**src/hw/gss_pkg.sv**
```systemverilog
// shared constants for the single shot command handler
package gss_pkg;
  localparam int unsigned CLK_MHZ = 250;
  localparam logic [15:0] CMD_REINIT = 16'h3646;
  localparam logic [15:0] CMD_SHOT_FULL = 16'h219D;
  localparam logic [15:0] CMD_SHOT_RHT = 16'h2196;
  localparam logic [15:0] CMD_SLEEP = 16'h36E0;
  localparam logic [15:0] CMD_WAKE = 16'h36F6;
  localparam logic [15:0] CMD_STOP_PERIODIC = 16'h3F86;
  localparam logic [15:0] CMD_READ_MEAS = 16'hEC05;
  // maximum command durations in ms
  localparam int unsigned REINIT_MS = 30;
  localparam int unsigned SHOT_FULL_MS = 5000;
  localparam int unsigned SHOT_RHT_MS = 50;
  localparam int unsigned SLEEP_MS = 1;
  localparam int unsigned WAKE_MS = 30;
  localparam int unsigned CYC_PER_MS = CLK_MHZ * 1000;
  localparam longint unsigned REINIT_CYC = longint'(REINIT_MS) * CYC_PER_MS;
  localparam longint unsigned SHOT_FULL_CYC = longint'(SHOT_FULL_MS) * CYC_PER_MS;
  localparam longint unsigned SHOT_RHT_CYC = longint'(SHOT_RHT_MS) * CYC_PER_MS;
  localparam longint unsigned SLEEP_CYC = longint'(SLEEP_MS) * CYC_PER_MS;
  localparam longint unsigned WAKE_CYC = longint'(WAKE_MS) * CYC_PER_MS;
  // self-correction tuned interval between measurements
  localparam int unsigned ABC_INTERVAL_MIN = 5;
  localparam int unsigned CNT_W = 32;
  localparam logic [31:0] CNT_RESET = 32'h0;
  localparam logic [15:0] GAS_ZERO = 16'h0;
  localparam logic [15:0] DATA_RESET = 16'h0;
endpackage

```
**src/hw/gss_if.sv**
```systemverilog
// command link between host and sensor handler
`timescale 1ns/1ps
interface gss_if;
  logic cmd_valid;
  logic [15:0] cmd_word;
  logic cmd_ack;
  logic rd_valid;
  logic [15:0] rd_gas;
  logic [15:0] rd_rh;
  logic [15:0] rd_temp;
  modport dev (input cmd_valid, input cmd_word, output cmd_ack, output rd_valid,
    output rd_gas, output rd_rh, output rd_temp);
  modport hst (output cmd_valid, output cmd_word, input cmd_ack, input rd_valid,
    input rd_gas, input rd_rh, input rd_temp);
endinterface

```
**src/hw/gss_dev.sv**
```systemverilog
// sensor end: decodes command words and runs their actions
`timescale 1ns/1ps
module gss_dev
  import gss_pkg::*;
#(
  parameter longint unsigned REINIT_N = REINIT_CYC,
  parameter longint unsigned SHOT_FULL_N = SHOT_FULL_CYC,
  parameter longint unsigned SHOT_RHT_N = SHOT_RHT_CYC,
  parameter longint unsigned SLEEP_N = SLEEP_CYC,
  parameter longint unsigned WAKE_N = WAKE_CYC
) (
  // clock and reset
  input wire logic clk,
  input wire logic rst_n,
  // link
  gss_if.dev lnk,
  // variant strap and sensing front end
  input wire logic high_accuracy,
  input wire logic [15:0] gas_sample,
  input wire logic [15:0] rh_sample,
  input wire logic [15:0] temp_sample,
  input wire logic [15:0] stored_cfg,
  // status
  output logic asleep,
  output logic busy,
  output logic reload_strobe,
  output logic [15:0] active_cfg,
  output logic auto_baseline_correction,
  output logic abc_allowed
);
  import gss_pkg::*;

  typedef enum logic [5:0] {
    GSS_IDLE = 6'b000001,
    GSS_REINIT = 6'b000010,
    GSS_FULL = 6'b000100,
    GSS_RHT = 6'b001000,
    GSS_TO_SLEEP = 6'b010000,
    GSS_SLEEP = 6'b100000
  } gss_state_t;

  gss_state_t state;
  gss_state_t next_state;
  logic [CNT_W-1:0] cnt;
  logic [CNT_W-1:0] next_cnt;
  logic done;
  logic first_shot;
  logic var_ok;
  logic [2:0] strap_sync;

  assign done = (cnt == CNT_RESET);

  // ----------------------------------------
  // variant strap
  // ----------------------------------------
  // strap is a pin: three stages, a level counts once the last two agree
  always_ff @(posedge clk or negedge rst_n) begin
    if (!rst_n) begin
      strap_sync <= 3'h0;
      var_ok <= 1'b0;
    end else begin
      strap_sync <= {strap_sync[1:0], high_accuracy};
      if (strap_sync[2] == strap_sync[1]) begin
        var_ok <= strap_sync[2];
      end
    end
  end

  // ----------------------------------------
  // command decode and sequencing
  // ----------------------------------------
  always_comb begin
    next_state = state;
    next_cnt = (cnt == CNT_RESET) ? cnt : cnt - 32'h1;
    case (state)
      GSS_IDLE: begin
        if (lnk.cmd_valid) begin
          case (lnk.cmd_word)
            CMD_REINIT: begin
              next_state = GSS_REINIT;
              next_cnt = CNT_W'(REINIT_N - 1);
            end
            CMD_SHOT_FULL: begin
              if (var_ok) begin
                next_state = GSS_FULL;
                next_cnt = CNT_W'(SHOT_FULL_N - 1);
              end
            end
            CMD_SHOT_RHT: begin
              if (var_ok) begin
                next_state = GSS_RHT;
                next_cnt = CNT_W'(SHOT_RHT_N - 1);
              end
            end
            CMD_SLEEP: begin
              next_state = GSS_TO_SLEEP;
              next_cnt = CNT_W'(SLEEP_N - 1);
            end
            default: begin
              next_state = GSS_IDLE;
            end
          endcase
        end
      end
      GSS_REINIT, GSS_FULL, GSS_RHT: begin
        if (done) begin
          next_state = GSS_IDLE;
        end
      end
      GSS_TO_SLEEP: begin
        if (done) begin
          next_state = GSS_SLEEP;
        end
      end
      GSS_SLEEP: begin
        // wake is the only word heard while asleep
        if (done && lnk.cmd_valid && lnk.cmd_word == CMD_WAKE) begin
          next_state = GSS_IDLE;
          next_cnt = CNT_W'(WAKE_N - 1);
        end
      end
      default: begin
        next_state = GSS_IDLE;
      end
    endcase
  end

  always_ff @(posedge clk or negedge rst_n) begin
    if (!rst_n) begin
      state <= GSS_IDLE;
      cnt <= CNT_RESET;
    end else begin
      state <= next_state;
      cnt <= next_cnt;
    end
  end

  // ----------------------------------------
  // link answers
  // ----------------------------------------
  // wake is not acknowledged; unknown or refused words are not either
  always_comb begin
    lnk.cmd_ack = 1'b0;
    if (lnk.cmd_valid && state == GSS_IDLE) begin
      lnk.cmd_ack = (lnk.cmd_word == CMD_REINIT) || (lnk.cmd_word == CMD_SLEEP) ||
        (var_ok && (lnk.cmd_word == CMD_SHOT_FULL || lnk.cmd_word == CMD_SHOT_RHT));
    end
  end

  // ----------------------------------------
  // measurement result
  // ----------------------------------------
  always_ff @(posedge clk or negedge rst_n) begin
    if (!rst_n) begin
      lnk.rd_valid <= 1'b0;
      lnk.rd_gas <= DATA_RESET;
      lnk.rd_rh <= DATA_RESET;
      lnk.rd_temp <= DATA_RESET;
    end else begin
      if (next_state != GSS_IDLE && state == GSS_IDLE) begin
        lnk.rd_valid <= 1'b0;
      end else if (done && state == GSS_FULL) begin
        lnk.rd_valid <= 1'b1;
        lnk.rd_gas <= gas_sample;
        lnk.rd_rh <= rh_sample;
        lnk.rd_temp <= temp_sample;
      end else if (done && state == GSS_RHT) begin
        lnk.rd_valid <= 1'b1;
        lnk.rd_gas <= GAS_ZERO;
        lnk.rd_rh <= rh_sample;
        lnk.rd_temp <= temp_sample;
      end
    end
  end

  // ----------------------------------------
  // settings reload
  // ----------------------------------------
  always_ff @(posedge clk or negedge rst_n) begin
    if (!rst_n) begin
      reload_strobe <= 1'b0;
      active_cfg <= DATA_RESET;
    end else begin
      reload_strobe <= done && state == GSS_REINIT;
      if (done && state == GSS_REINIT) begin
        active_cfg <= stored_cfg;
      end
    end
  end

  // ----------------------------------------
  // baseline correction
  // ----------------------------------------
  // a sleep cycle breaks the history; cleared until next reset
  always_ff @(posedge clk or negedge rst_n) begin
    if (!rst_n) begin
      auto_baseline_correction <= 1'b1;
      first_shot <= 1'b1;
    end else begin
      if (state == GSS_TO_SLEEP) begin
        auto_baseline_correction <= 1'b0;
      end
      if (done && (state == GSS_FULL)) begin
        first_shot <= 1'b0;
      end
    end
  end

  assign abc_allowed = auto_baseline_correction && !first_shot;
  assign asleep = (state == GSS_SLEEP);
  assign busy = (state != GSS_IDLE) && (state != GSS_SLEEP);
endmodule // gss_dev

```
**src/flat_wrapper.sv**
```systemverilog
// flat-port wrapper written by rule: the top's interface ports become plain ports
module gss_dev_flat import gss_pkg::*;
#(
  parameter longint unsigned REINIT_N = REINIT_CYC,
  parameter longint unsigned SHOT_FULL_N = SHOT_FULL_CYC,
  parameter longint unsigned SHOT_RHT_N = SHOT_RHT_CYC,
  parameter longint unsigned SLEEP_N = SLEEP_CYC,
  parameter longint unsigned WAKE_N = WAKE_CYC
)
  (clk, rst_n, high_accuracy, gas_sample, rh_sample, temp_sample, stored_cfg, asleep, busy, reload_strobe, active_cfg, auto_baseline_correction, abc_allowed, lnk_cmd_valid, lnk_cmd_word, lnk_cmd_ack, lnk_rd_valid, lnk_rd_gas, lnk_rd_rh, lnk_rd_temp);
  gss_if lnk_i ();
  input wire logic clk;
  input wire logic rst_n;
  input wire logic high_accuracy;
  input wire logic [15:0] gas_sample;
  input wire logic [15:0] rh_sample;
  input wire logic [15:0] temp_sample;
  input wire logic [15:0] stored_cfg;
  output logic asleep;
  output logic busy;
  output logic reload_strobe;
  output logic [15:0] active_cfg;
  output logic auto_baseline_correction;
  output logic abc_allowed;
  input wire logic [$bits(lnk_i.cmd_valid)-1:0] lnk_cmd_valid;
  input wire logic [$bits(lnk_i.cmd_word)-1:0] lnk_cmd_word;
  output wire logic [$bits(lnk_i.cmd_ack)-1:0] lnk_cmd_ack;
  output wire logic [$bits(lnk_i.rd_valid)-1:0] lnk_rd_valid;
  output wire logic [$bits(lnk_i.rd_gas)-1:0] lnk_rd_gas;
  output wire logic [$bits(lnk_i.rd_rh)-1:0] lnk_rd_rh;
  output wire logic [$bits(lnk_i.rd_temp)-1:0] lnk_rd_temp;
  assign lnk_i.cmd_valid = lnk_cmd_valid;
  assign lnk_i.cmd_word = lnk_cmd_word;
  assign lnk_cmd_ack = lnk_i.cmd_ack;
  assign lnk_rd_valid = lnk_i.rd_valid;
  assign lnk_rd_gas = lnk_i.rd_gas;
  assign lnk_rd_rh = lnk_i.rd_rh;
  assign lnk_rd_temp = lnk_i.rd_temp;
  gss_dev #(.REINIT_N(REINIT_N), .SHOT_FULL_N(SHOT_FULL_N), .SHOT_RHT_N(SHOT_RHT_N), .SLEEP_N(SLEEP_N), .WAKE_N(WAKE_N)) u_core (.clk(clk), .rst_n(rst_n), .lnk(lnk_i), .high_accuracy(high_accuracy), .gas_sample(gas_sample), .rh_sample(rh_sample), .temp_sample(temp_sample), .stored_cfg(stored_cfg), .asleep(asleep), .busy(busy), .reload_strobe(reload_strobe), .active_cfg(active_cfg), .auto_baseline_correction(auto_baseline_correction), .abc_allowed(abc_allowed));
endmodule
```
**config.mk**
```make
export PLATFORM = sky130hd
export DESIGN_NAME = gss_dev_flat
export DESIGN_NICKNAME = d
export VERILOG_FILES = /design/src/hw/gss_pkg.sv /design/src/hw/gss_if.sv /design/src/hw/gss_dev.sv /design/src/flat_wrapper.sv
export SDC_FILE = /design/constraint.sdc
export NUM_CORES = 1
export LEC_CHECK = 0
export ABC_AREA = 1
export ABC_CLOCK_PERIOD_IN_PS = 4300
export BUFFER_PORTS_ARGS = -buffer_cell sky130_fd_sc_hd__buf_2
export CAP_MARGIN = 20
export CORE_MARGIN = 2
export CORE_UTILIZATION = 57
export CTS_CLUSTER_SIZE = 8
export DETAILED_ROUTE_END_ITERATION = 8
export GPL_TIMING_DRIVEN = 0
export MAX_ROUTING_LAYER = met4
export PLACE_DENSITY = 0.89
export SKIP_CTS_REPAIR_TIMING = 1
export SKIP_LAST_GASP = 1
export SLEW_MARGIN = 30
export SYNTH_ARGS = -nofsm -noshare
export SYNTH_HDL_FRONTEND = slang
export SYNTH_SLANG_ARGS = --single-unit
```
**constraint.sdc**
```tcl
create_clock -name clk -period 4.3 [get_ports clk]
set_input_delay 0.645 -clock clk [delete_from_list [all_inputs] [get_ports clk]]
set_output_delay 0.645 -clock clk [all_outputs]
set_load 0.02 [all_outputs]
```
# After elaboration in Yosys (flattened, before gate mapping)
# Cells that the tools add are included.
# totals
regBits	110
latch_bits	0
ramBits	0
mem_bits_ro	0
elab_cells	73
mem_count	0
# op_classes
addsub	1
mul	0
div	0
order_cmp	0
n_eq_ne	15
n_shift	0
muxes	25
bitwise_logic	1
reduce_logical	19
# op_table
cell	count
two-way mux 32 bit	5
case mux 32 bit (4 select lines)	1
two-way mux 16 bit	6
equality test 16 x 14 -> 1 bit (second input constant)	5
case mux 32 bit (2 select lines)	1
case mux 6 bit (4 select lines)	2
two-way mux 6 bit	6
zero test 32 bit	1
subtractor 32 x 1 -> 32 bit (second input constant)	1
!= test 6 x 1 -> 1 bit (second input constant)	2
logical AND 1 bit	10
equality test 6 x 1 -> 1 bit (second input constant)	1
equality test 6 x 2 -> 1 bit (second input constant)	1
equality test 6 x 3 -> 1 bit (second input constant)	1
equality test 6 x 4 -> 1 bit (second input constant)	1
equality test 6 x 5 -> 1 bit (second input constant)	1
equality test 6 bit (second input constant)	1
!= test 6 bit (second input constant)	1
two-way mux 1 bit	4
logical OR 1 bit	3
nonzero test 3 bit	1
OR reduction 3 bit	1
AND reduction 2 bit	1
nonzero test 2 bit	1
3 further kinds	3

# Longest topological paths before layout
# Gate-level depths: netlist of the first run.
# depth
ltp_word	9
depth_mapped	13

# Worst setup path before layout of the first run
# No wires, ideal clock.
# synth_path
path_kind	input-to-output
from	input lnk_cmd_word[15]
to	output lnk_cmd_ack
arrival_ns	1.703
path_slack_ns	1.952
cell_stages	9
cell_sequence	nor2_1 -> nand2_1 -> nor2_1 -> nand2_1 -> nand2_2 -> nor2_1 -> nor2_1 -> nand2_1 -> inv_1
# synth_between
elab_chain_len	5
elab_cells_between_ends	9
cone_classes	4 x eq/ne; 1 x mux; 4 x reduce/logical
# synth_rtl
element	line_no	source
from (decl)	flat_wrapper.sv:26	input wire logic [$bits(lnk_i.cmd_word)-1:0] lnk_cmd_word;
equality test 16 x 14 -> 1 bit	gss_dev.sv:146	(var_ok && (lnk.cmd_word == CMD_SHOT_FULL || lnk.cmd_word == CMD_SHOT_RHT));
logical OR 1 bit	gss_dev.sv:146	
logical AND 1 bit	gss_dev.sv:146	
logical OR 1 bit (*)	gss_dev.sv:145	lnk.cmd_ack = (lnk.cmd_word == CMD_REINIT) || (lnk.cmd_word == CMD_SLEEP) ||
two-way mux 1 bit (*)	gss_dev.sv:144	if (lnk.cmd_valid && state == GSS_IDLE) begin
to (decl)	flat_wrapper.sv:27	output wire logic [$bits(lnk_i.cmd_ack)-1:0] lnk_cmd_ack;
# Every way passes the cells marked *; elsewhere a longest branch is shown, timed or not.

# Worst setup path in the final report of the first run
# layout_path
from	register u_core.state[0]
to	output lnk_cmd_ack
# layout_between
elab_chain_len	3
# layout_rtl
element	line_no	source
from (decl)	gss_dev.sv:42	gss_state_t state;
from (signal assigned)	gss_dev.sv:133	state <= next_state;
equality test 6 x 1 -> 1 bit	gss_dev.sv:144	
logical AND 1 bit	gss_dev.sv:144	
two-way mux 1 bit	gss_dev.sv:144	
# No other way between the ends.

==> impl_metrics.toml, run 1 <==
[clock_tree]
cts-buffers-inserted = 9
cts_tree = "done"
clk_pin_slew_worst_paths_ps = 110
insertion_delay_ps = 380
clockBufferDepth = 2
htree_levels = 3
clock-sinks = 110
cts-root-buf = "clkbuf_8"

[sta]
finalMaxSlewViolations = 0
slew_headroom = 0.686
setup_tns_ps = 0
setup_slack_ps = 1340
rsz0062_at_grt = "false"
tightest_slew_ps = 468
final-setup-viol-count = 0
finalHoldViolations = 0
fin_crit_sh = 0.688
clock.fmax_mhz = 338
finalClockSkew_ps = 15.6
fin_crit_ps = 2960
fin_hold_ws_ps = 177

[placed_design]
gp_congestion = 0.948
port_buffers = 154
dp_slack_ps = 1540
dp_hpwl_mm = 12.5
placedCellCount = 1090

[synthesis]
syn_avg_cell_area_sq_um = 7.28
syn-cell-area_sq_um = 5840
synth_ff_type = "dfrtp_1"
synth_nets = 888
syn_inst = 802
synth-seq-cells = 110
ys_types = 37
ys.warnings.count = 0
ys_seq_area_frac = 0.472
synth_edf_count = 0
synthArstFlopShare = 1.00

[die]
die_area_sq_um = 11100
row_count = 36
core_sq_um = 9860
fp.dieH_microns = 105
io_pins = 155
die_w_microns = 105
start_util = 0.592

[layout]
final_core_util = 0.710
nets = 1054
syn_to_final_growth_pct = 20.0
n_antenna_cell = 0
drive_gt1_frac = 0.226
stdcell_count = 1106

[route]
antenna_left = 0
via_count = 5723
via_per_inst = 5.17
drt-total-wl_mm = 16.0
wl_per_cell_microns = 14.5
drt_iter0_markers = 570
post-route-drc-count = 0
drt_pre_antenna_iters = 5

[critical_path]
critPathMaxStageDelay_ps = 570
cp_cell_sequence = "inv_2, nor4_4, clkbuf_1, nand2_1, inv_1, buf_2"
critPathTopFamily = "buffers and inverters"
r2r_cells = 11
cp.required_ps = 3650
critPathBufInv = 4
slowest_stage = "dfstp_2"
cp.arrival_ps = 2310
cp-end-kind = "primary output"
r2r_slack_ps = 1970
startpoint_type = "flop"
r2r-start = "u_core.cnt[0]"
reg2reg_to = "u_core.cnt[25]"
crit_type = "reg2out"
crit_fanout = 10

[power]
clockPowerShare = 0.283
p_int_mw = 1.53
p_comb_frac = 0.214
swShare = 0.326
leakage_nw = 3.56
power_density_nw_per_um2 = 323
p_switching_mw = 0.739
ir_drop_mv = 0.262
power_frac_seq = 0.503

[grt]
grt.total_usage = 0.313
grt_max_degree = 67
grt.overflow.total = 0
grt_pass1_wl_mm = 26.5
grt_pass1_vias = 5442
grt_antenna_before_repair = 0

[hold_path]
hold_class = "in2async"

[run]
maxCapViolations = 0

[outcome]
status = "finished, final reports clean"
cells by family (layout without fill, tap and decap cells):
family,Yosys count,in the layout,share of synthesized area
buffers and inverters,86,257,0.0634
and+or+nand+nor,541,541,0.388
adders and majority gates,3,3,0.00600
DFF,110,110,0.472
AOI/OAI and AO/OA,44,44,0.0433
xor gates and xnor gates,18,18,0.0270
Yosys cell counts (2+ instances only):
master    instances  share of area
or2_2             4         0.0043
nor3_1            4         0.0034
nand3_2           2         0.0034
xor2_1           15          0.023
nand2_2           5         0.0054
inv_2             5         0.0032
nor2_1          108          0.069
a21o_1            3         0.0039
o21ai_1           2         0.0017
xnor2_1           3         0.0045
nand2_1         334           0.21
inv_1            62          0.040
dfstp_2           3          0.014
nand4_1          21          0.023
nand3_1          48          0.041
nor2_2            6         0.0064
nor2_4            5         0.0096
a21oi_1          11         0.0094
o21ai_0          22          0.019
ha_1              2         0.0043
buf_2            10         0.0086
clkbuf_1          3         0.0019
dfrtp_1         107           0.46
buf_6             4         0.0077
metrics by stage:
stage	instance area, sq um	total power [mW]
after detailed placement	6810	1.63
after global placement	6780	1.63
after CTS	7010	2.27
after global routing	7010	2.38
final	7010	2.27
after floorplan	5840	1.46
routing by layer:
metal	GRT usage	share of wire
met2	0.499	0.50
met1	0.407	0.42
met3	0.0586	0.061
met5	-	0
met4	0.100	0.026
state kept, by name, summed over array words and instances (netlist names), 3 cells and up:
signal              flops
u_core.active_cfg      16
u_core.lnk.rd_gas      16
u_core.lnk.rd_rh       16
u_core.cnt             32
u_core.strap_sync       3
u_core.lnk.rd_temp     16
u_core.state            6
worst max-delay path by stage:
stage / depth (start not counted) / startpoint / endpoint
after floorplan: 9 / lnk_cmd_word[15] / lnk_cmd_ack
after global placement: 1 / rst_n / u_core.active_cfg[7]
after detailed placement: 11 / lnk_cmd_word[15] / lnk_cmd_ack
after CTS: 6 / u_core.state[0] / lnk_cmd_ack
after global routing: 6 / u_core.state[0] / lnk_cmd_ack
final: 6 / u_core.state[0] / lnk_cmd_ack
cells in the final DEF (no fill, tap or decap), drive strengths merged:
cell      n
o31ai     1
nand3b    1
xnor2     3
clkinv    2
a31o      1
o21ai    24
clkbuf   15
dfrtp   107
a21oi    13
or2       5
nor3      5
buf     170
nand3    50
o211ai    1
nor2    119
nor4      1
o22ai     1
bufinv    1
dfstp     3
nand2   339
inv      69
maj3      1
xor2     15
ha        2
nand4    21
a21o      3
worst reg2reg max path, delay by kind of cell (launching register included):
kind	cells	cell delay [ps]
adders and majority gates	1	270
buffers and inverters	2	350
and+or+nand+nor	6	940
AOI/OAI and AO/OA	2	240
DFF	1	440
layout make-up:
class	instances	area, sq um
Buffer	18	114
Clock buffer	12	145
Clock inverter	4	52.6
Fill cell	813	2860
Inverter	68	256
Multi-Input combinational cell	606	2710
Sequential cell	110	2760
Tap cell	133	166
Timing Repair Buffer	155	805
power groups by stage:
stage	logic (mW)	clock network [mW]	registers, mW
final	0.485	0.641	1.14
after global routing	0.538	0.700	1.14
after CTS	0.479	0.653	1.14
after detailed placement	0.474	0	1.15
after global placement	0.471	0	1.15
after floorplan	0.318	0	1.14
No activity file was read; power rests on OpenSTA's default activity.
==> run 2, diff against run 1 <==
--- a/config.mk
+++ b/config.mk
@@ -6,16 +6,16 @@
 export NUM_CORES = 1
 export LEC_CHECK = 0
 export ABC_AREA = 1
-export ABC_CLOCK_PERIOD_IN_PS = 4300
+export ABC_CLOCK_PERIOD_IN_PS = 2400
 export BUFFER_PORTS_ARGS = -buffer_cell sky130_fd_sc_hd__buf_2
 export CAP_MARGIN = 20
 export CORE_MARGIN = 2
-export CORE_UTILIZATION = 57
+export CORE_UTILIZATION = 48
 export CTS_CLUSTER_SIZE = 8
 export DETAILED_ROUTE_END_ITERATION = 8
 export GPL_TIMING_DRIVEN = 0
 export MAX_ROUTING_LAYER = met4
-export PLACE_DENSITY = 0.89
+export PLACE_DENSITY = 0.81
 export SKIP_CTS_REPAIR_TIMING = 1
 export SKIP_LAST_GASP = 1
 export SLEW_MARGIN = 30
==> constraint.sdc (replaced) <==
create_clock -name clk -period 2.4 [get_ports clk]
set_input_delay 0.36 -clock clk [delete_from_list [all_inputs] [get_ports clk]]
set_output_delay 0.36 -clock clk [all_outputs]
set_load 0.02 [all_outputs]
==> run 2 against run 1 <==
  * Cell count increased by 1.4%
  * Worst setup slack got worse by 1300 ps
  * Die area increased by 18%
  * Count of clock-buffer cells in the layout decreased by 1
  * Sequential power increased by 78%
==> impl_metrics.toml, run 2 (synthesis results as in run 1) <==
[outcome]
status = "finished, final reports clean"

[route]
drt-total-wl_mm = 15.7
via_per_inst = 5.08
antenna_left = 0
via_count = 5697
wl_per_cell_microns = 14.0
drt_pre_antenna_iters = 5
drt_iter0_markers = 367
post-route-drc-count = 0

[clock_tree]
cts-root-buf = "clkbuf_16"
clockBufferDepth = 2
cts_tree = "done"
htree_levels = 3
insertion_delay_ps = 360
clk_pin_slew_worst_paths_ps = 80
cts-buffers-inserted = 9
clock-sinks = 110

[layout]
n_antenna_cell = 0
regMostFlops = "u_core.cnt"
final_cell_area_sq_um = 7140
fill_cells = 1117
multi_input_area_sq_um = 2710
drive_gt1_frac = 0.231
stdcell_count = 1122
largest_reg_flops = 32
nets = 1056
syn_to_final_growth_pct = 22.4
final_common_cell = "nand2_1"
final_cell_mix = "334 x nand2_1, 163 x buf_2, 107 x nor2_1, 107 x dfrtp_1, 61 x inv_1"
final-seq-area_sq_um = 2760

[power]
power_frac_seq = 0.463
clockPowerShare = 0.337
swShare = 0.322
ir_drop_mv = 0.484
leakage_nw = 3.61
p_int_mw = 2.98
p_total_mw = 4.40
power_density_nw_per_um2 = 615
p_comb_frac = 0.200
p_switching_mw = 1.41

[grt]
grt_pass1_vias = 5357
grt_pass1_wl_mm = 25.8
grt.total_usage = 0.257
grt.overflow.total = 0
grt_max_degree = 58
grt_antenna_before_repair = 0

[critical_path]
slowest_stage = "dfrtp_1"
cp-end-kind = "primary output"
critPathMaxStageDelay_ps = 380
crit_fanout = 10
cp.arrival_ps = 1960
crit_type = "reg2out"
cp_cell_sequence = "inv_1, nand2_1, nor4_4, clkbuf_2, nand2_1, inv_1, buf_2"
startpoint_type = "flop"
cp.required_ps = 2040

[die]
row_count = 40
io_pins = 155
fp.dieH_microns = 114
core_sq_um = 12000
die_area_sq_um = 13100
start_util = 0.488
die_w_microns = 114

[placed_design]
dp_hpwl_mm = 12.1
gp_congestion = 0.960
placedCellCount = 1104
place_area_sq_um = 6830
dp_slack_ps = 170
port_buffers = 154

[sta]
fin_hold_ws_ps = 109
finalClockSkew_ps = 9.26
setup_slack_ps = 75.7
finalHoldViolations = 0
fin_crit_ps = 2320
tightest_slew_ps = 509
clock.fmax_mhz = 430
final-setup-viol-count = 0
fin_crit_sh = 0.968
slew_headroom = 0.660
rsz0062_at_grt = "true"
finalMaxSlewViolations = 0

[run]
maxCapViolations = 0

[hold_path]
hold_class = "in2reg"
run 2: cell types whose count changed in the layout (fill, tap and decap cells not counted), sizes merged:
cell,before,now
dlygate4sd3,0,1
clkinv,2,4
bufinv,1,0
buf,170,171
clkbuf,15,14
run 2: stage by stage:
step	setup TNS [ps]	utilization
global placement	-31750	0.568
global route	-52.5	0.597
floorplan	0	-
finish	0	0.597
detailed placement	0	0.571
CTS	-255	0.596
run 2: final timing paths:
kind,start,endpoint,slack (ps),cells after the start
setup reg to reg,u_core.cnt[0],u_core.cnt[24],270,11
hold / removal,high_accuracy,u_core.strap_sync[0],110,1
hold reg to reg,u_core.strap_sync[0],u_core.strap_sync[1],370,0
max in group asynchronous,rst_n,u_core.lnk.rd_rh[9],1240,3
min in group asynchronous,rst_n,u_core.cnt[21],510,2
setup / recovery,u_core.state[5],lnk_cmd_ack,80,7
run 2: final cells by class:
| type | count | share of cell area |
|---|---|---|
| Inverter | 68 | 0.0359 |
| Timing Repair Buffer | 157 | 0.115 |
| Tap cell | 147 | 0.0257 |
| Clock buffer | 11 | 0.0340 |
| Sequential cell | 110 | 0.386 |
| Multi-Input combinational cell | 606 | 0.380 |
| Clock inverter | 5 | 0.00753 |
| Buffer | 18 | 0.0161 |
run 2: power by group through the flow:
stage,clock network [mW],logic (mW),registers [mW]
CTS,1.51,0.862,2.03
global route,1.59,1.00,2.05
finish,1.48,0.879,2.03
global placement,0,0.845,2.06
detailed placement,0,0.857,2.06
floorplan,0,0.569,2.04
run 2: per-layer routing:
| layer | routed length [microns] | GRT usage | vias to the layer above | share of wire |
|---|---|---|---|---|
| li1 | - | - | 2838 | - |
| met1 | 6950 | 0.342 | 2647 | 0.44 |
| met2 | 7460 | 0.408 | 188 | 0.48 |
| met3 | 932 | 0.0519 | 24 | 0.059 |
| met4 | 331 | 0.0675 | 0 | 0.021 |
| met5 | 0 | - | - | 0 |
run 2: critical path, delay by kind of cell, from the launching register on:
| kind | cells | cell delay [ps] |
|---|---|---|
| DFF | 1 | 380 |
| buffers and inverters | 4 | 620 |
| and+or+nand+nor | 3 | 610 |
==> run 3, diff against run 2 <==
--- a/config.mk
+++ b/config.mk
@@ -5,12 +5,11 @@
 export SDC_FILE = /design/constraint.sdc
 export NUM_CORES = 1
 export LEC_CHECK = 0
-export ABC_AREA = 1
 export ABC_CLOCK_PERIOD_IN_PS = 2400
 export BUFFER_PORTS_ARGS = -buffer_cell sky130_fd_sc_hd__buf_2
 export CAP_MARGIN = 20
 export CORE_MARGIN = 2
-export CORE_UTILIZATION = 48
+export CORE_UTILIZATION = 47
 export CTS_CLUSTER_SIZE = 8
 export DETAILED_ROUTE_END_ITERATION = 8
 export GPL_TIMING_DRIVEN = 0
==> run 3 against run 2 <==
  * The run now ends with setup timing left
  * Non-clock buffer count grew 31
  * Area after synthesis shrank 11%
  * Global-route usage shrank 4.3 points
  * Worst hold slack lost 33 ps
  * Clock skew grew 11 ps
  * Via count shrank 22%
  * Utilization grew 5.5 points
  * Critical path type is now reg2reg
  * Register-to-register slack lost 710 ps
  * Highest routed layer unchanged
  * Final area shrank 0.98%
==> impl_metrics.toml, run 3 <==
[power]
clockPowerShare = 0.326
power_frac_seq = 0.542
power_density_nw_per_um2 = 527
ir_drop_mv = 0.316
p_comb_frac = 0.132
leakage_nw = 3.25
p_switching_mw = 1.04
p_int_mw = 2.69
swShare = 0.280

[clock_tree]
clockBufferDepth = 2
insertion_delay_ps = 390
cts-buffers-inserted = 9
clock-sinks = 110
cts-root-buf = "clkbuf_8"
htree_levels = 3
clk_pin_slew_worst_paths_ps = 120
cts_tree = "done"

[synthesis]
ys_types = 62
synth_nets = 529
synth_common_cells = "107 x dfrtp_1, 38 x mux2_2, 33 x nand2_1, 33 x nor2_1"
synthAdderAreaFrac = 0.00671
synth_area_leaders = "dfrtp_1 51%, mux2_2 8.2%, xnor2_1 3.4%"
synth_top_family_by_area = "simple AND/OR/NAND/NOR gates"
synth_compound_area_frac = 0.101
yosys.area_share.simple = 0.181
syn_avg_cell_area_sq_um = 11.8
synth_most_common_cell = "dfrtp_1"
synth.mux.area_fraction = 0.115
ys.warnings.count = 0
synth-seq-cells = 110
synth-xor-area-share = 0.0453
ys_seq_area_frac = 0.528
synth_edf_count = 0
synth_top_cell_by_area = "dfrtp_1"
synthArstFlopShare = 1.00
syn_inst = 443
syn-cell-area_sq_um = 5220
synth_top_area_frac = 0.513
synth_ff_type = "dfrtp_1"

[layout]
n_antenna_cell = 0
final-seq-area_sq_um = 2760
nets = 733
final_cell_mix = "153 x buf_2, 105 x dfrtp_1, 38 x mux2_2"
multi_input_area_sq_um = 2570
drive_gt1_frac = 0.498
syn_to_final_growth_pct = 35.6
final_cell_area_sq_um = 7070
regMostFlops = "u_core.cnt"
fill_cells = 819
largest_reg_flops = 32
final_common_cell = "buf_2"

[sta]
fin_crit_ps = 2840
final-setup-viol-count = 103
finalClockSkew_ps = 20.4
setup_slack_ps = -437
finalHoldViolations = 0
slew_headroom = 0.441
clock.fmax_mhz = 352
rsz0062_at_grt = "true"
fin_crit_sh = 1.18
setup_tns_ps = -32670
tightest_slew_ps = 831
finalMaxSlewViolations = 0

[route]
drt_iter0_markers = 195
post-route-drc-count = 0
wl_per_cell_microns = 17.1
drt_pre_antenna_iters = 5
via_per_inst = 5.58
antenna_left = 0
drt-total-wl_mm = 13.6
via_count = 4418

[critical_path]
r2r_slack_ps = -440
startpoint_type = "flop"
crit_fanout = 6
r2r-start = "u_core.cnt[11]"
r2r_cells = 9
crit_type = "reg2reg"
cp.arrival_ps = 3130
slowest_stage = "or4_4"
cp.required_ps = 2690
cp-end-kind = "flop"
reg2reg_to = "u_core.active_cfg[14]"
cp_cell_sequence = "or4_4, nor4_4, buf_4, nand4_4, nor4_4, buf_4, nand3_4, clkbuf_16, mux2_4"
critPathMaxStageDelay_ps = 560

[grt]
grt_antenna_before_repair = 0
grt.total_usage = 0.215
grt_max_degree = 62
grt.overflow.total = 0
grt_pass1_wl_mm = 19.3
grt_pass1_vias = 4013

[placed_design]
port_buffers = 154
gp_congestion = 0.916
dp_hpwl_mm = 9.37
place_area_sq_um = 6240

[die]
start_util = 0.481
core_sq_um = 10800
io_pins = 155
die_w_microns = 109
row_count = 38
die_area_sq_um = 12000
fp.dieH_microns = 109

[outcome]
status = "finished, violations left"
violations = "setup timing"

[hold_path]
hold_depth = 1
hold_path_end = "u_core.strap_sync[0]"
hp-start = "high_accuracy"
hold_class = "in2reg"

[run]
maxCapViolations = 0
run 3: changes by cell type in the layout (fill, tap and decap cells not counted), moves of 18 or more:
cell / change
nor2_1: -81
nand4_1: -18
inv_1: -58
nand2_1: -307
nand3_1: -46
buf_4: +29
mux2_2: +38
run 3: final cells by class:
type / instances / area share
repair buffers: 197 / 0.172
flip-flops and latches: 110 / 0.390
multi-input cells: 315 / 0.364
inverters: 5 / 0.00265
clock buffers: 10 / 0.0195
well taps: 140 / 0.0248
plain buffers: 9 / 0.0161
clock inverters: 6 / 0.0108
run 3: power groups by stage:
stage                     clock network [mW]  logic (mW)  registers, mW
after detailed placement                   0       0.461           2.05
after global routing                    1.31       0.537           2.03
after global placement                     0       0.439           2.04
after floorplan                            0       0.201           2.09
after CTS                               1.24       0.462           2.01
final                                   1.22       0.492           2.02
run 3: metrics by stage:
| stage | power, mW | std cells | util | worst slack [ps] | hold slack (ps) |
|---|---|---|---|---|---|
| finish | 3.73 | 792 | 0.653 | -437 | 76.5 |
| global route | 3.88 | 792 | 0.653 | -516 | 63.9 |
| CTS | 3.71 | 754 | 0.595 | -733 | -39.3 |
| detailed placement | 2.51 | 738 | 0.576 | -707 | 338 |
| global placement | 2.48 | 737 | 0.572 | -726 | 334 |
| floorplan | 2.29 | 443 | - | -363 | 64.4 |
run 3: worst max path at each step:
stage	start	endpoint	slack, ps	depth (start not counted)
after detailed placement	u_core.state[1]	u_core.cnt[16]	-710	7
after CTS	u_core.state[1]	u_core.cnt[16]	-730	7
final	u_core.cnt[11]	u_core.active_cfg[14]	-440	9
after global routing	u_core.cnt[11]	u_core.lnk.rd_gas[6]	-520	10
after global placement	u_core.state[1]	u_core.cnt[16]	-730	7
after floorplan	u_core.cnt[22]	u_core.lnk.rd_gas[0]	-360	9
run 3: cells by family (layout without fill, tap and decap cells):
kind of cell	after synthesis	in the layout
DFF	110	110
buffers and inverters	18	227
xor gates and xnor gates	27	27
muxes	50	50
and+or+nand+nor	159	159
adders and majority gates	3	3
AOI/OAI and AO/OA	76	76
run 3: worst max-delay path: cells and delay by family, from the launching register on:
family	cells	cell delay [ps]
buffers and inverters	3	570
DFF	1	410
muxes	1	290
and+or+nand+nor	5	1480
run 3: layer usage:
metal,up-vias,GRT usage,part of all wire
li1,2026,-,-
met1,2159,0.276,0.42
met2,195,0.337,0.50
met3,38,0.0273,0.051
met4,0,0.107,0.032
met5,-,-,0
